### src/include/sgs_map.svh
// Register map, field positions and counts for the GPIO and serial bus status bank
`ifndef SGS_MAP_SVH
`define SGS_MAP_SVH

`define SGS_ADR_W         12
`define SGS_OFS_ALT_SEL   12'h418
`define SGS_OFS_DIR_CFG   12'h41c
`define SGS_OFS_PIN_DATA  12'h420
`define SGS_OFS_STATUS    12'h424
`define SGS_OFS_IRQ_MASK  12'h440

`define SGS_PINS          16
`define SGS_BUS_ADDR_W    7
`define SGS_SADDR_LSB     1
`define SGS_MADDR_LSB     9
`define SGS_DONE_BIT      24
`define SGS_ERR_LSB       25
`define SGS_ERR_MSB       29
`define SGS_EVT_W         6

`define SGS_RST_ALT_SEL   16'h0000
`define SGS_RST_DIR_CFG   16'h0000
`define SGS_RST_PIN_DATA  16'h0000
`define SGS_RST_MASK      6'h00

`define SGS_ARB_LIMIT     5'h10
`define SGS_ARB_CNT_W     5

`endif

### src/include/sgs_pkg.sv
// Types shared by the GPIO and serial bus status bank
package sgs_pkg;

	// Error and completion pulses from the bus engine and ROM loader
	typedef struct packed {
		logic no_ack;
		logic misplaced;
		logic checksum;
		logic unmapped;
		logic rom_done;
	} sgs_evt_s;

	// Per-pin drive requested by the alternate functions
	typedef struct packed {
		logic [15:0] out;
		logic [15:0] oe_n;
	} sgs_alt_s;

	// Arbitration tracker state
	typedef enum logic [0:0] {
		SGS_ARB_IDLE,
		SGS_ARB_RETRY
	} sgs_arb_e;

endpackage

### src/logic/sgs_regs.sv
// GPIO control and serial bus status register bank behind a Wishbone slave
`timescale 1ns/1ps
`include "sgs_map.svh"

module sgs_regs (
	input  wire logic                        clk_sys_i,
	input  wire logic                        rst_n_i,
	input  wire logic                        wb_cyc_i,
	input  wire logic                        wb_stb_i,
	input  wire logic                        wb_we_i,
	input  wire logic [`SGS_ADR_W-1:0]       wb_adr_i,
	input  wire logic [3:0]                  wb_sel_i,
	input  wire logic [31:0]                 wb_dat_i,
	output logic      [31:0]                 wb_dat_o,
	output logic                             wb_ack_o,
	input  wire logic [`SGS_PINS-1:0]        pin_in_i,
	output logic      [`SGS_PINS-1:0]        pin_out_o,
	output logic      [`SGS_PINS-1:0]        pin_oe_n_o,
	input  wire sgs_pkg::sgs_alt_s           alt_drive_i,
	output logic      [`SGS_PINS-1:0]        alt_in_o,
	input  wire logic [`SGS_BUS_ADDR_W-1:0]  slave_bus_address_i,
	input  wire logic [`SGS_BUS_ADDR_W-1:0]  master_bus_address_i,
	input  wire sgs_pkg::sgs_evt_s           evt_i,
	input  wire logic                        arb_lost_i,
	input  wire logic                        arb_won_i,
	output logic                             arb_retry_o,
	output logic                             arb_abort_o,
	output logic                             irq_o
);

	// Pin synchroniser, first stage read only by the second
	logic [`SGS_PINS-1:0] pin_meta_q;
	logic [`SGS_PINS-1:0] pin_s_q;

	always_ff @(posedge clk_sys_i) begin
		pin_meta_q <= pin_in_i;
		pin_s_q    <= pin_meta_q;
	end

	// Bus front end: one access taken per ack, ack drops the cycle after
	logic        req;
	logic        wr;
	logic        ack_d;
	logic        ack_q;
	logic [31:0] wmask;
	logic [31:0] rdat_d;
	logic [31:0] rdat_q;

	assign req = wb_cyc_i & wb_stb_i & ~ack_q;
	assign wr  = req & wb_we_i;
	assign wmask = {{8{wb_sel_i[3]}}, {8{wb_sel_i[2]}}, {8{wb_sel_i[1]}}, {8{wb_sel_i[0]}}};

	// Register state
	logic [`SGS_PINS-1:0]       alt_sel_q;
	logic [`SGS_PINS-1:0]       alt_sel_d;
	logic [`SGS_PINS-1:0]       dir_q;
	logic [`SGS_PINS-1:0]       dir_d;
	logic [`SGS_PINS-1:0]       dout_q;
	logic [`SGS_PINS-1:0]       dout_d;
	logic [`SGS_BUS_ADDR_W-1:0] saddr_q;
	logic [`SGS_BUS_ADDR_W-1:0] maddr_q;
	logic                       done_q;
	logic                       done_d;
	logic [`SGS_ERR_MSB:`SGS_ERR_LSB] err_q;
	logic [`SGS_ERR_MSB:`SGS_ERR_LSB] err_d;
	logic [`SGS_ERR_MSB:`SGS_ERR_LSB] err_set;
	logic [`SGS_ERR_MSB:`SGS_ERR_LSB] err_clr;
	logic [`SGS_EVT_W-1:0]      mask_q;
	logic [`SGS_EVT_W-1:0]      mask_d;
	logic [`SGS_EVT_W-1:0]      stat_evt;
	logic [`SGS_PINS-1:0]       gp_out;
	logic [31:0]                status_word;
	logic                       lost_abort;

	// Arbitration tracker
	sgs_pkg::sgs_arb_e          arb_st_q;
	sgs_pkg::sgs_arb_e          arb_st_d;
	logic [`SGS_ARB_CNT_W-1:0]  arb_cnt_q;
	logic [`SGS_ARB_CNT_W-1:0]  arb_cnt_d;
	logic                       abort_d;
	logic                       abort_q;

	assign gp_out = ~alt_sel_q & dir_q;

	// Status word, reserved positions tied low
	// reserved bits zero
	always_comb begin
		status_word = 32'h0000_0000;
		status_word[`SGS_SADDR_LSB +: `SGS_BUS_ADDR_W] = saddr_q;
		status_word[`SGS_MADDR_LSB +: `SGS_BUS_ADDR_W] = maddr_q;
		status_word[`SGS_DONE_BIT] = done_q;
		status_word[`SGS_ERR_MSB:`SGS_ERR_LSB] = err_q;
	end

	// Read mux, unmapped addresses answer with zero
	always_comb begin
		rdat_d = rdat_q;
		if (req) begin
			unique case (wb_adr_i)
				`SGS_OFS_ALT_SEL:  rdat_d = {16'h0000, alt_sel_q};
				`SGS_OFS_DIR_CFG:  rdat_d = {16'h0000, dir_q};
				`SGS_OFS_PIN_DATA: rdat_d = {16'h0000, pin_s_q};
				`SGS_OFS_STATUS:   rdat_d = status_word;
				`SGS_OFS_IRQ_MASK: rdat_d = {2'h0, mask_q, 24'h00_0000};
				default:           rdat_d = 32'h0000_0000;
			endcase
		end
	end

	assign ack_d = req;

	always_ff @(posedge clk_sys_i) begin
		if (!rst_n_i) begin
			ack_q  <= 1'b0;
			rdat_q <= 32'h0000_0000;
		end else begin
			ack_q  <= ack_d;
			rdat_q <= rdat_d;
		end
	end

	assign wb_ack_o = ack_q;
	assign wb_dat_o = rdat_q;

	// GPIO control writes, upper halves are reserved and dropped
	always_comb begin
		alt_sel_d = alt_sel_q;
		dir_d     = dir_q;
		dout_d    = dout_q;
		if (wr && wb_adr_i == `SGS_OFS_ALT_SEL) begin
			alt_sel_d = (wb_dat_i[15:0] & wmask[15:0]) | (alt_sel_q & ~wmask[15:0]);
		end
		if (wr && wb_adr_i == `SGS_OFS_DIR_CFG) begin
			dir_d = (wb_dat_i[15:0] & wmask[15:0]) | (dir_q & ~wmask[15:0]);
		end
		// only GPIO outputs take the data
		if (wr && wb_adr_i == `SGS_OFS_PIN_DATA) begin
			dout_d = (wb_dat_i[15:0] & wmask[15:0] & gp_out)
				| (dout_q & ~(wmask[15:0] & gp_out));
		end
	end

	always_ff @(posedge clk_sys_i) begin
		if (!rst_n_i) begin
			alt_sel_q <= `SGS_RST_ALT_SEL;
			dir_q     <= `SGS_RST_DIR_CFG;
			dout_q    <= `SGS_RST_PIN_DATA;
		end else begin
			alt_sel_q <= alt_sel_d;
			dir_q     <= dir_d;
			dout_q    <= dout_d;
		end
	end

	// Pin steering; a GPIO input pin leaves its driver off, alternate pins take their enable from the function
	// alternate or GPIO select
	always_comb begin
		for (int k = 0; k < `SGS_PINS; k++) begin
			if (alt_sel_q[k]) begin
				pin_out_o[k]  = alt_drive_i.out[k];
				pin_oe_n_o[k] = alt_drive_i.oe_n[k];
			end else begin
				pin_out_o[k]  = dout_q[k];
				pin_oe_n_o[k] = ~dir_q[k];
			end
		end
	end

	assign alt_in_o = pin_s_q;

	// Straps are caught while reset is held and frozen after release
	always_ff @(posedge clk_sys_i) begin
		if (!rst_n_i) begin
			saddr_q <= slave_bus_address_i;
			maddr_q <= master_bus_address_i;
		end
	end

	// Consecutive lost arbitrations; a win or a abort restarts the count
	always_comb begin
		arb_st_d  = arb_st_q;
		arb_cnt_d = arb_cnt_q;
		abort_d   = 1'b0;
		unique case (arb_st_q)
			sgs_pkg::SGS_ARB_IDLE: begin
				if (arb_lost_i && !arb_won_i) begin
					arb_cnt_d = `SGS_ARB_CNT_W'(1);
					arb_st_d  = sgs_pkg::SGS_ARB_RETRY;
				end
			end
			sgs_pkg::SGS_ARB_RETRY: begin
				if (arb_won_i) begin
					arb_cnt_d = '0;
					arb_st_d  = sgs_pkg::SGS_ARB_IDLE;
				end else if (arb_lost_i) begin
					if (arb_cnt_q == `SGS_ARB_LIMIT - `SGS_ARB_CNT_W'(1)) begin
						abort_d   = 1'b1;
						arb_cnt_d = '0;
						arb_st_d  = sgs_pkg::SGS_ARB_IDLE;
					end else begin
						arb_cnt_d = arb_cnt_q + `SGS_ARB_CNT_W'(1);
					end
				end
			end
		endcase
	end

	always_ff @(posedge clk_sys_i) begin
		if (!rst_n_i) begin
			arb_st_q  <= sgs_pkg::SGS_ARB_IDLE;
			arb_cnt_q <= '0;
			abort_q   <= 1'b0;
		end else begin
			arb_st_q  <= arb_st_d;
			arb_cnt_q <= arb_cnt_d;
			abort_q   <= abort_d;
		end
	end

	assign lost_abort = abort_d;
	// Retry is a handshake back to the engine, so it stays combinational
	// retry until limit
	assign arb_retry_o = arb_lost_i & ~arb_won_i & ~abort_d;
	assign arb_abort_o = abort_q;

	// Sticky flags: events set, write-one clears the error flags but not done, set wins the tie
	always_comb begin
		err_set = {evt_i.unmapped, evt_i.checksum, evt_i.misplaced, lost_abort, evt_i.no_ack};
		err_clr = '0;
		if (wr && wb_adr_i == `SGS_OFS_STATUS) begin
			err_clr = wb_dat_i[`SGS_ERR_MSB:`SGS_ERR_LSB] & wmask[`SGS_ERR_MSB:`SGS_ERR_LSB];
		end
		err_d  = (err_q & ~err_clr) | err_set;
		done_d = done_q | evt_i.rom_done;
		mask_d = mask_q;
		if (wr && wb_adr_i == `SGS_OFS_IRQ_MASK) begin
			mask_d = (wb_dat_i[`SGS_ERR_MSB:`SGS_DONE_BIT] & wmask[`SGS_ERR_MSB:`SGS_DONE_BIT])
				| (mask_q & ~wmask[`SGS_ERR_MSB:`SGS_DONE_BIT]);
		end
	end

	always_ff @(posedge clk_sys_i) begin
		if (!rst_n_i) begin
			err_q  <= '0;
			done_q <= 1'b0;
			mask_q <= `SGS_RST_MASK;
		end else begin
			err_q  <= err_d;
			done_q <= done_d;
			mask_q <= mask_d;
		end
	end

	// Level interrupt from any unmasked status bit
	assign stat_evt = {err_q, done_q};
	assign irq_o    = |(stat_evt & mask_q);
endmodule // sgs_regs

### config.mk
export PLATFORM = sky130hd
export DESIGN_NAME = sgs_regs
export DESIGN_NICKNAME = d
export VERILOG_FILES = /design/src/include/sgs_pkg.sv /design/src/logic/sgs_regs.sv
export VERILOG_INCLUDE_DIRS = /design/src /design/src/include
export SDC_FILE = /design/constraint.sdc
export NUM_CORES = 1
export LEC_CHECK = 0
export ABC_CLOCK_PERIOD_IN_PS = 2500
export BUFFER_PORTS_ARGS = -buffer_cell sky130_fd_sc_hd__buf_2
export CORE_MARGIN = 2
export CORE_UTILIZATION = 45
export DETAILED_ROUTE_END_ITERATION = 16
export PLACE_DENSITY = 0.73
export SYNTH_ARGS = -nofsm -noshare
export SYNTH_HDL_FRONTEND = slang
export SYNTH_SLANG_ARGS = --single-unit
### constraint.sdc
create_clock -name clk_sys_i -period 2.5 [get_ports clk_sys_i]
set_input_delay 0.5 -clock clk_sys_i [delete_from_list [all_inputs] [get_ports clk_sys_i]]
set_output_delay 0.5 -clock clk_sys_i [all_outputs]
set_load 0.02 [all_outputs]
# == After elaboration in Yosys (flattened, before gate mapping) ==
# Index checks and enable logic that the tools add are counted.
# op_classes
n_addsub,1
n_mux,48
eq_ne,8
bitwise,48
reduce_logical,9
# op_table
cell,n
$pmux W30 S5,1
$and A16 B16 Y16,7
$eq A12 B11 Y1 const B,5
$not A16 Y16,3
$or A16 B16 Y16,3
$mux W1,40
$mux W5,5
$not A1 Y1,20
$and A6 B6 Y6,3
$and A5 B5 Y5,2
$pmux W5 S2,1
$logic_and A1 B1 Y1,6
$not A6 Y6,1
$or A6 B6 Y6,1
$reduce_or A6 Y1,1
$add A5 B1 Y5 const B,1
$and A1 B1 Y1,5
$eq A5 B4 Y1 const B,1
$not A5 Y5,1
$or A5 B5 Y5,1
$ne A3 B3 Y1 const B,1
$ne A2 B2 Y1 const B,1
$pmux W1 S2,1
$reduce_and A2 Y1,1
2 further kinds,2
# totals
ff_bits,146
out_inout_bits,84
word_cells,129
in_bits,122

# == Depth between registers and ports, before layout ==
# Gate-level depths: netlist (run 1).
# depth
ltp_word,8
mapped_depth,7
mapped_depth_nobuf,5

# == Worst setup path after synthesis (run 1) ==
# OpenSTA, ideal clock, no wires.
# synth_timing
kind,input -> register
startpoint,in wb_adr_i[4]
endpoint,reg dout_q[10]
stages,6
setup_slack_ns,0.307
arrival_ns,2.033
required_ns,2.339
cell_sequence,or4b_4 -> or4_1 -> buf_2 -> buf_6 -> o21ai_0 -> a21oi_1
# synth_between
elab_chain_cells,2
# synth_rtl
element,line,source
"start, declared",sgs_regs.sv:11,"input wire logic [`SGS_ADR_W-1:0] wb_adr_i,"
$eq A12 B11 Y1,--,
$logic_and A1 B1 Y1 (no source line),--,
"end signal, assigned",sgs_regs.sv:147,dout_q <= `SGS_RST_PIN_DATA;
"end signal, assigned",sgs_regs.sv:151,dout_q <= dout_d;
"end, declared",sgs_regs.sv:58,logic [`SGS_PINS-1:0] dout_q;
# No other way between the ends.
# A chain may end at the register's enable or synchronous reset.

# == Worst setup path in the final report (run 1) ==
# layout_timing
startpoint,reg arb_cnt_q[0]
endpoint,out arb_retry_o
# layout_between
elab_chain_cells,7
# layout_rtl
element,line,source
"start, declared",sgs_regs.sv:78,logic [`SGS_ARB_CNT_W-1:0] arb_cnt_q;
"start signal, assigned",sgs_regs.sv:215,arb_cnt_q <= arb_cnt_d;
$eq A5 B4 Y1,sgs_regs.sv:196,if (arb_cnt_q == `SGS_ARB_LIMIT - `SGS_ARB_CNT_W'(1)) begin
$mux W1,sgs_regs.sv:196,
$mux W1,sgs_regs.sv:195,end else if (arb_lost_i) begin
$mux W1,sgs_regs.sv:192,if (arb_won_i) begin
$mux W1,sgs_regs.sv:184,unique case (arb_st_q)
$not A1 Y1,sgs_regs.sv:223,assign arb_retry_o = arb_lost_i & ~arb_won_i & ~abort_d;
$and A1 B1 Y1,sgs_regs.sv:223,
"end, declared",sgs_regs.sv:26,"output logic arb_retry_o,"
# No other way between the ends.

==> results of run 1 <==
## synth_stat cells (all sizes together) (2+ instances only)
cell | number | area, µm²
a21oi | 42 | 210
a22o | 26 | 228
a22oi | 3 | 22.5
a31oi | 6 | 37.5
a32oi | 2 | 17.5
and2 | 3 | 18.8
and3b | 2 | 17.5
and4 | 3 | 26.3
and4b | 2 | 20.0
buf | 23 | 166
clkbuf | 26 | 98.8
dfxtp | 122 | 2440
edfxtp | 14 | 420
inv | 24 | 90.1
mux2 | 16 | 180
mux2i | 62 | 621
nand2 | 56 | 210
nand2b | 2 | 12.5
nand3 | 26 | 130
nand4 | 17 | 106
nand4b | 4 | 35.0
nor2 | 9 | 33.8
nor2b | 20 | 125
nor3 | 5 | 30.0
nor4 | 4 | 46.3
o21ai | 33 | 165
o22ai | 14 | 87.6
or2 | 2 | 12.5
or4 | 2 | 15.0
## final cells by class
class	instances	share of cell area [%]
Clock buffer	17	5.72
Clock inverter	15	2.26
Inverter	24	1.21
Multi-Input combinational cell	384	34.8
Sequential cell	136	38.5
Tap cell	172	2.90
Timing Repair Buffer	206	14.6
## cell families after synthesis
group                      Yosys count  synth area share [%]
DFF                                136                  49.7
and+or+nand+nor                    163                  15.5
other                                1                0.0650
AOI/OAI and AO/OA                  132                  14.5
muxes                               78                  13.9
buffers and inverters               73                  6.16
adders and majority gates            1                 0.217
## report_power, final
| group | internal, µW | switching [µW] |
|---|---|---|
| combinational | 121 | 190 |
| sequential | 2260 | 24.0 |
| clock | 1490 | 1000 |
## worst max-delay path, cell delays in order, from the launching register on
cell and delay [ps]:
dfxtp_1 380, ha_1 230, nand4b_1 210, nor3_1 330
nor3_1 70, buf_2 160
## routing by layer
layer | wire length [µm] | GRT usage, % | vias to the layer above | share of wire, %
met4 | 505 | 13.2 | 0 | 3.1
met1 | 6670 | 27.1 | 2410 | 41
li1 | - | - | 2463 | -
met2 | 8010 | 40.3 | 223 | 49
met3 | 1100 | 6.08 | 36 | 6.8
met5 | 0 | 0 | - | 0
## layout by cell type (no fill, tap or decap), types with 2 or more instances in the layout
| cell | count |
|---|---|
| nand4b_1 | 4 |
| o22ai_1 | 14 |
| and4_1 | 3 |
| edfxtp_1 | 14 |
| nor2b_1 | 20 |
| a22o_1 | 26 |
| a32oi_1 | 2 |
| nor2_1 | 8 |
| nand4_1 | 17 |
| a21oi_1 | 42 |
| mux2_2 | 16 |
| a31oi_1 | 6 |
| or4_1 | 2 |
| and2_1 | 3 |
| nand2_1 | 56 |
| buf_2 | 184 |
| a22oi_1 | 3 |
| inv_8 | 2 |
| o21ai_0 | 33 |
| clkinv_1 | 2 |
| nand3_1 | 26 |
| nor3_1 | 4 |
| mux2i_1 | 62 |
| clkbuf_16 | 17 |
| and3b_1 | 2 |
| and4b_1 | 2 |
| buf_4 | 22 |
| bufinv_16 | 2 |
| nor4_1 | 2 |
| clkinv_4 | 3 |
| clkinvlp_4 | 2 |
| dfxtp_1 | 122 |
| conb_1 | 10 |
| inv_1 | 23 |
| nand2b_1 | 2 |
| inv_6 | 4 |
## through the flow
stage	hold WS, ps	power [µW]	util (%)	setup WS [ps]	std cells
after floorplan	310	2490	-	307	593
final	174	5090	59.1	187	954
after detailed placement	312	2640	54.4	96.3	922
after global placement	310	2630	54.4	187	922
after CTS	154	5140	59.1	161	954
after global routing	158	5240	59.1	5.39	954
## path summary, 6_finish.rpt
check	start	end	slack, ps
max	arb_cnt_q[0]	arb_retry_o	190
min reg2reg	pin_meta_q[7]	alt_in_o[7]	330
max reg2reg	wb_ack_o	flip-flop	850
min	pin_in_i[1]	pin_meta_q[1]	170
==> out/metrics.yaml, run 1 <==
cts_tree: "done"
grt-ovfl-total: 0
viasPerCell: 5.38
synth_cell_types: 51
multi_input_area_um2: 2580
diodes: 0
die_area_um2: 13700
core_area_um2: 12600
fillers: 1077
stdcell_area_um2: 7430
insertion_delay_ps: 420
cts_buffer_depth: 2
hold_path_class: "primary input to flip-flop"
synthArstFlopShare_pct: 0
cap_violations: 0
grt_pass1_wl_mm: 24.4
relSlewSlack_pct: 61.1
synth_area_per_cell_um2: 9.87
ant_nets: 0
postCtsSetupRepairBufs: 0
fmax_ghz: 0.432
firstDrtPassIters: 5
antenna_found_initial: 0
rsz0062_at_grt: "no"
worst_slew_pin_slew_ps: 583
cts_buffers: 17
cp_data_arrival_time_ps: 1810
post_cts_resized: 0
synth_edf_count: 14
hpwl_mm: 11.9
port_buffers: 184
drcViolationCount: 0
die_w_um: 117
clkTransAtPathRegs_ps: 60
worst_setup_path_start_kind: "flip-flop"
groute.usage.overall_pct: 23.7
drtIter0Drc: 335
placed_area_um2: 6840
nNetsFinal: 892
min_path_cells: 1
wl_per_cell_um: 17.1
end_kind: "output port"
skew_ps: 13.7
cp.required_ps: 2000
hold_viol_final: 0
ys_warn_count: 0
drv_slew: 0
ctsRootBufferMaster: "clkbuf_16"
register_area_um2: 2860
p_leak_uw: 0.00333
post-route-min-period_ps: 2310
yosysSeqAreaShare_pct: 49.7
ys.flop_type: "dfxtp_1"
cp_max_fo: 4
ff2ff_path_depth: 5
drt-total-wl_mm: 16.3
grt_pass1_vias: 5030
setup_viol: 0
place_congestion: 0.843
synth_seq_cells: 136
tns_ps: 0
die-height_um: 117
grt_max_degree: 43
ir_drop_uv: 671
synth_area_um2: 5770
area_growth_pct: 28.9
h-tree-depth: 4
syn_inst: 584
powerDensity_nw_per_um2: 684
rows: 41
vias: 5132
critPathKind: "flip-flop to output port"
drive_above_1_share_pct: 33.4
numClockSinks: 136
start_util_pct: 45.9
num_io_pins: 206
run_status: "completed"
period_share_pct: 92.5
cts_hold_buf: 0
(Power assumes the default switching activity.)
==> run 2, diff against run 1 <==
PLACE_DENSITY = 0.81   (was 0.73)
==> run 2 against run 1 <==
  * Critical endpoint unchanged
  * Highest routed layer unchanged
  * Clock power increased by 8%
  * First-iteration DRC count fell by 0.60%
  * Global-route usage fell by 0.53 points
==> out/metrics.yaml, run 2 (synthesis gave the netlist of run 1 again) <==
internal_power_uw: 4140
port_buffers: 184
p_sw_share_pct: 21.4
setup_viol: 0
period_share_pct: 90.7
ant_nets: 0
drv_slew: 0
postCtsSetupRepairBufs: 0
hold_viol_final: 0
rsz0062_at_grt: "no"
wl_met1_mm: 6.56
nNetsFinal: 891
cp_max_fo: 4
skew_ps: 7.28
grt-ovfl-total: 0
worst_r2r_endpoint: "wb_dat_o[12]"
tns_ps: 0
min_to: "pin_meta_q[1]"
fmax_ghz: 0.441
cp_data_arrival_time_ps: 1770
hp-start: "pin_in_i[1]"
post_cts_resized: 0
p_seq_share_pct: 43.4
cts_hold_buf: 0
diodes: 0
hold_path_class: "primary input to flip-flop"
mostFrequentLayoutCell: "buf_2"
h-tree-depth: 4
postLayoutCoreUtil_pct: 59.7
drcViolationCount: 0
run_status: "completed"
reg2reg_slack_ps: 790
cp.required_ps: 2000
wl_met3_um: 787
die-height_um: 117
drive_above_1_share_pct: 33.2
ff2ff_path_depth: 3
die_area_um2: 13700
area_growth_pct: 30.1
critPathKind: "flip-flop to output port"
worst_setup_path_start_kind: "flip-flop"
vias: 5044
start_util_pct: 45.9
grt_max_degree: 56
clkTransAtPathRegs_ps: 60
worst_slew_pin_slew_ps: 1020
ir_drop_uv: 643
cap_violations: 0
grt_pass1_wl_mm: 24.0
drtIter0Drc: 333
end_kind: "output port"
p_leak_uw: 0.00335
p_switching_uw: 1130
place_congestion: 0.924
wl_per_cell_um: 16.2
hpwl_mm: 11.1
top_layer: "met4"
die_w_um: 117
cts_buffer_depth: 2
num_io_pins: 206
viasPerCell: 5.29
groute.usage.overall_pct: 23.1
cts_buffers: 17
final_cell_mix: "184 x buf_2, 122 x dfxtp_1, 62 x mux2i_1"
ctsRootBufferMaster: "clkbuf_16"
drt-total-wl_mm: 15.4
rows: 41
numClockSinks: 136
antenna_found_initial: 0
grt_pass1_vias: 4808
insertion_delay_ps: 410
post-route-min-period_ps: 2270
clockPowerShare_pct: 50.8
cts_tree: "done"
hold_slack_ps: 187
relSlewSlack_pct: 32.1
core_area_um2: 12600
pwr-share-comb_pct: 5.8
firstDrtPassIters: 4
powerDensity_nw_per_um2: 702
min_path_cells: 1
r2r_start: "wb_ack_o"
wl_met2_mm: 7.79
## run 2: cell count changes in the layout (fill, tap and decap cells not counted), moves of 3 or more
cell,change
bufinv_16,+3
inv_6,-4
buf_4,-4
buf_12,+3
## run 2: worst max path at each step
stage                            start          end  slack, ps  depth (start not counted)
after floorplan            wb_adr_i[4]   dout_q[10]        310                          6
after global placement     wb_adr_i[4]   dout_q[11]        190                          6
after detailed placement   wb_adr_i[4]    dout_q[1]        140                          6
after CTS                 arb_cnt_q[0]  arb_retry_o        210                          5
after global routing      arb_cnt_q[0]  arb_retry_o         30                          5
final                     arb_cnt_q[0]  arb_retry_o        230                          5
## run 2: final cells by class
type	count	area [µm²]
inverters	24	90.1
repair buffers	205	1120
clock inverters	14	206
flip-flops and latches	136	2860
well taps	172	215
multi-input cells	384	2580
clock buffers	18	429
fillers	1079	5060
## run 2: power groups by stage
stage | Clock [µW] | Combinational (µW) | Sequential, µW
2_1_floorplan | 0 | 150 | 2340
3_3_place_gp | 0 | 301 | 2330
3_5_place_dp | 0 | 307 | 2330
4_1_cts | 2720 | 308 | 2280
5_1_grt | 2830 | 336 | 2290
6_report | 2680 | 307 | 2280
## run 2: critical path, stage by stage (launching register included)
cell,delay (ps)
dfxtp_1,360
ha_1,230
nand4b_1,190
nor3_1,330
nor3_1,70
buf_2,160
## run 2: metrics by stage
| step | power [µW] | instances | area (µm²) | setup slack [ps] |
|---|---|---|---|---|
| after global placement | 2630 | 921 | 6870 | 193 |
| after detailed placement | 2640 | 921 | 6870 | 141 |
| after floorplan | 2490 | 593 | 5800 | 307 |
| after global routing | 5450 | 953 | 7500 | 31.7 |
| after CTS | 5320 | 953 | 7500 | 213 |
| final | 5270 | 953 | 7500 | 231 |
## run 2: routing by layer
layer	vias up	track usage, %
li1	2461	-
met3	16	6.08
met4	0	9.57
met1	2403	27.4
met5	-	0
met2	164	39.8
==> run 3, diff against run 2 <==
CORE_ASPECT_RATIO = 1.2   (was not set)
MAX_ROUTING_LAYER = met4   (was not set)
SLEW_MARGIN = 20   (was not set)
==> run 3 against run 2 <==
  * Power shrank 1.1%
  * Non-clock buffer count is 3 higher
  * Setup slack got worse by 50 ps
  * Register-to-register slack better by 30 ps
  * Wire length decreased by 3.0%
  * Final cell count is 0.52% lower
  * Clock power down 2%
  * Critical path depth stayed put
  * Combinational power hardly changed
  * Core utilization is 0.17 points lower
  * Via count decreased by 0.48%
  * First-iteration DRC count down 47%
  * Critical endpoint unchanged
  * Largest cell class unchanged
==> out/metrics.yaml, run 3 (synthesis gave the netlist of run 1 again) <==
run_status: "completed"
register_area_um2: 2860
tns_ps: 0
ant_nets: 0
grt_max_degree: 49
place_inst: 916
postLayoutCoreUtil_pct: 59.5
critPathKind: "flip-flop to output port"
die-height_um: 128
wl_per_cell_um: 15.8
cp.required_ps: 2000
vias: 5020
worst_setup_path_start_kind: "flip-flop"
drtIter0Drc: 178
port_buffers: 184
post_cts_resized: 0
nNetsFinal: 894
period_share_pct: 92.8
fmax_ghz: 0.431
rsz0062_at_grt: "no"
end_kind: "output port"
p_leak_uw: 0.00336
powerDensity_nw_per_um2: 697
diodes: 0
viasPerCell: 5.30
relSlewSlack_pct: 59.9
drt-total-wl_mm: 14.9
min_path_cells: 1
drive_above_1_share_pct: 33.4
h-tree-depth: 4
cts_buffers: 17
min_to: "pin_meta_q[4]"
numClockSinks: 136
area_growth_pct: 29.6
ir_drop_uv: 464
final_cell_mix: "184 x buf_2, 122 x dfxtp_1, 62 x mux2i_1"
setup_slack_ps: 181
drv_slew: 0
rows: 45
die_area_um2: 13700
post-route-min-period_ps: 2320
mostFrequentLayoutCell: "buf_2"
postCtsSetupRepairBufs: 0
core_area_um2: 12600
cts_buffer_depth: 2
cap_violations: 0
cp_data_arrival_time_ps: 1820
antenna_found_initial: 0
dp_slack_ps: 182
hold_viol_final: 0
hold_path_class: "primary input to flip-flop"
place_congestion: 0.881
start_util_pct: 45.9
crit_slowest_cell: "dfxtp_1"
fillers: 1066
cp_max_fo: 4
cp_common_cell: "nor3_1"
cts_hold_buf: 0
cts_tree: "done"
critPathMaxStageDelay_ps: 370
ctsRootBufferMaster: "clkbuf_16"
hp-start: "pin_in_i[4]"
die_w_um: 107
setup_viol: 0
final_cells: 948
grt-ovfl-total: 0
reg2reg_slack_ps: 820
grt_pass1_wl_mm: 23.2
crit_chain: "ha_1 > nand4b_1 > nor3_1 > nor3_1 > buf_2"
insertion_delay_ps: 420
skew_ps: 16.0
hold_slack_ps: 183
hpwl_mm: 11.0
groute.usage.overall_pct: 22.1
ff2ff_path_depth: 6
r2r_start: "wb_ack_o"
worst_slew_pin_slew_ps: 601
grt_pass1_vias: 4738
drcViolationCount: 0
multi_input_area_um2: 2580
num_io_pins: 206
clkTransAtPathRegs_ps: 60
firstDrtPassIters: 4
## run 3: cell types whose count changed in the layout (fill, tap and decap cells not counted), sizes merged
cell and change:
bufinv -1, clkinvlp -3, clkbuf +1, clkinv +4, buf +3, inv -1
## run 3: worst max-delay path: cells and delay by family, from the launching register on
kind,cells,cell delay [ps]
adders and majority gates,1,230
buffers and inverters,1,170
DFF,1,370
and+or+nand+nor,3,630
## run 3: how the worst max path moves through the flow
stage	start	cells past startpoint	slack, ps	endpoint
3_3_place_gp	wb_adr_i[4]	6	220	wb_dat_o[10]
3_5_place_dp	wb_adr_i[4]	6	180	wb_dat_o[10]
5_1_grt	arb_cnt_q[0]	5	50	arb_retry_o
4_1_cts	arb_cnt_q[0]	5	190	arb_retry_o
6_report	arb_cnt_q[0]	5	180	arb_retry_o
2_1_floorplan	wb_adr_i[4]	6	310	dout_q[10]
## run 3: power breakdown
part           leakage [µW]  internal, µW  switching (µW)
registers           0.00113          2260            21.5
clock network      0.000306          1690             931
logic               0.00192           124             181
## run 3: layout make-up
type,instances,area share [%]
inverters,24,1.21
clock inverters,13,2.39
repair buffers,208,14.9
clock buffers,19,5.93
well taps,164,2.75
multi-input cells,384,34.5
flip-flops and latches,136,38.3
## run 3: layer usage
layer  vias to the layer above  share of wire [%]  wire [µm]  global-route usage [%]
met5                         -                  0          0                       -
met4                         0                1.9        290                    7.54
met3                        25                5.3        787                    4.83
met2                       151                 51       7600                    37.4
met1                      2382                 42       6270                    26.1
li1                       2462                  -          -                       -
## run 3: through the flow
stage	total power [µW]	cell area, µm²
after floorplan	2490	5800
after global placement	2630	6850
after detailed placement	2630	6850
after CTS	5240	7470
after global routing	5370	7470
final	5210	7470
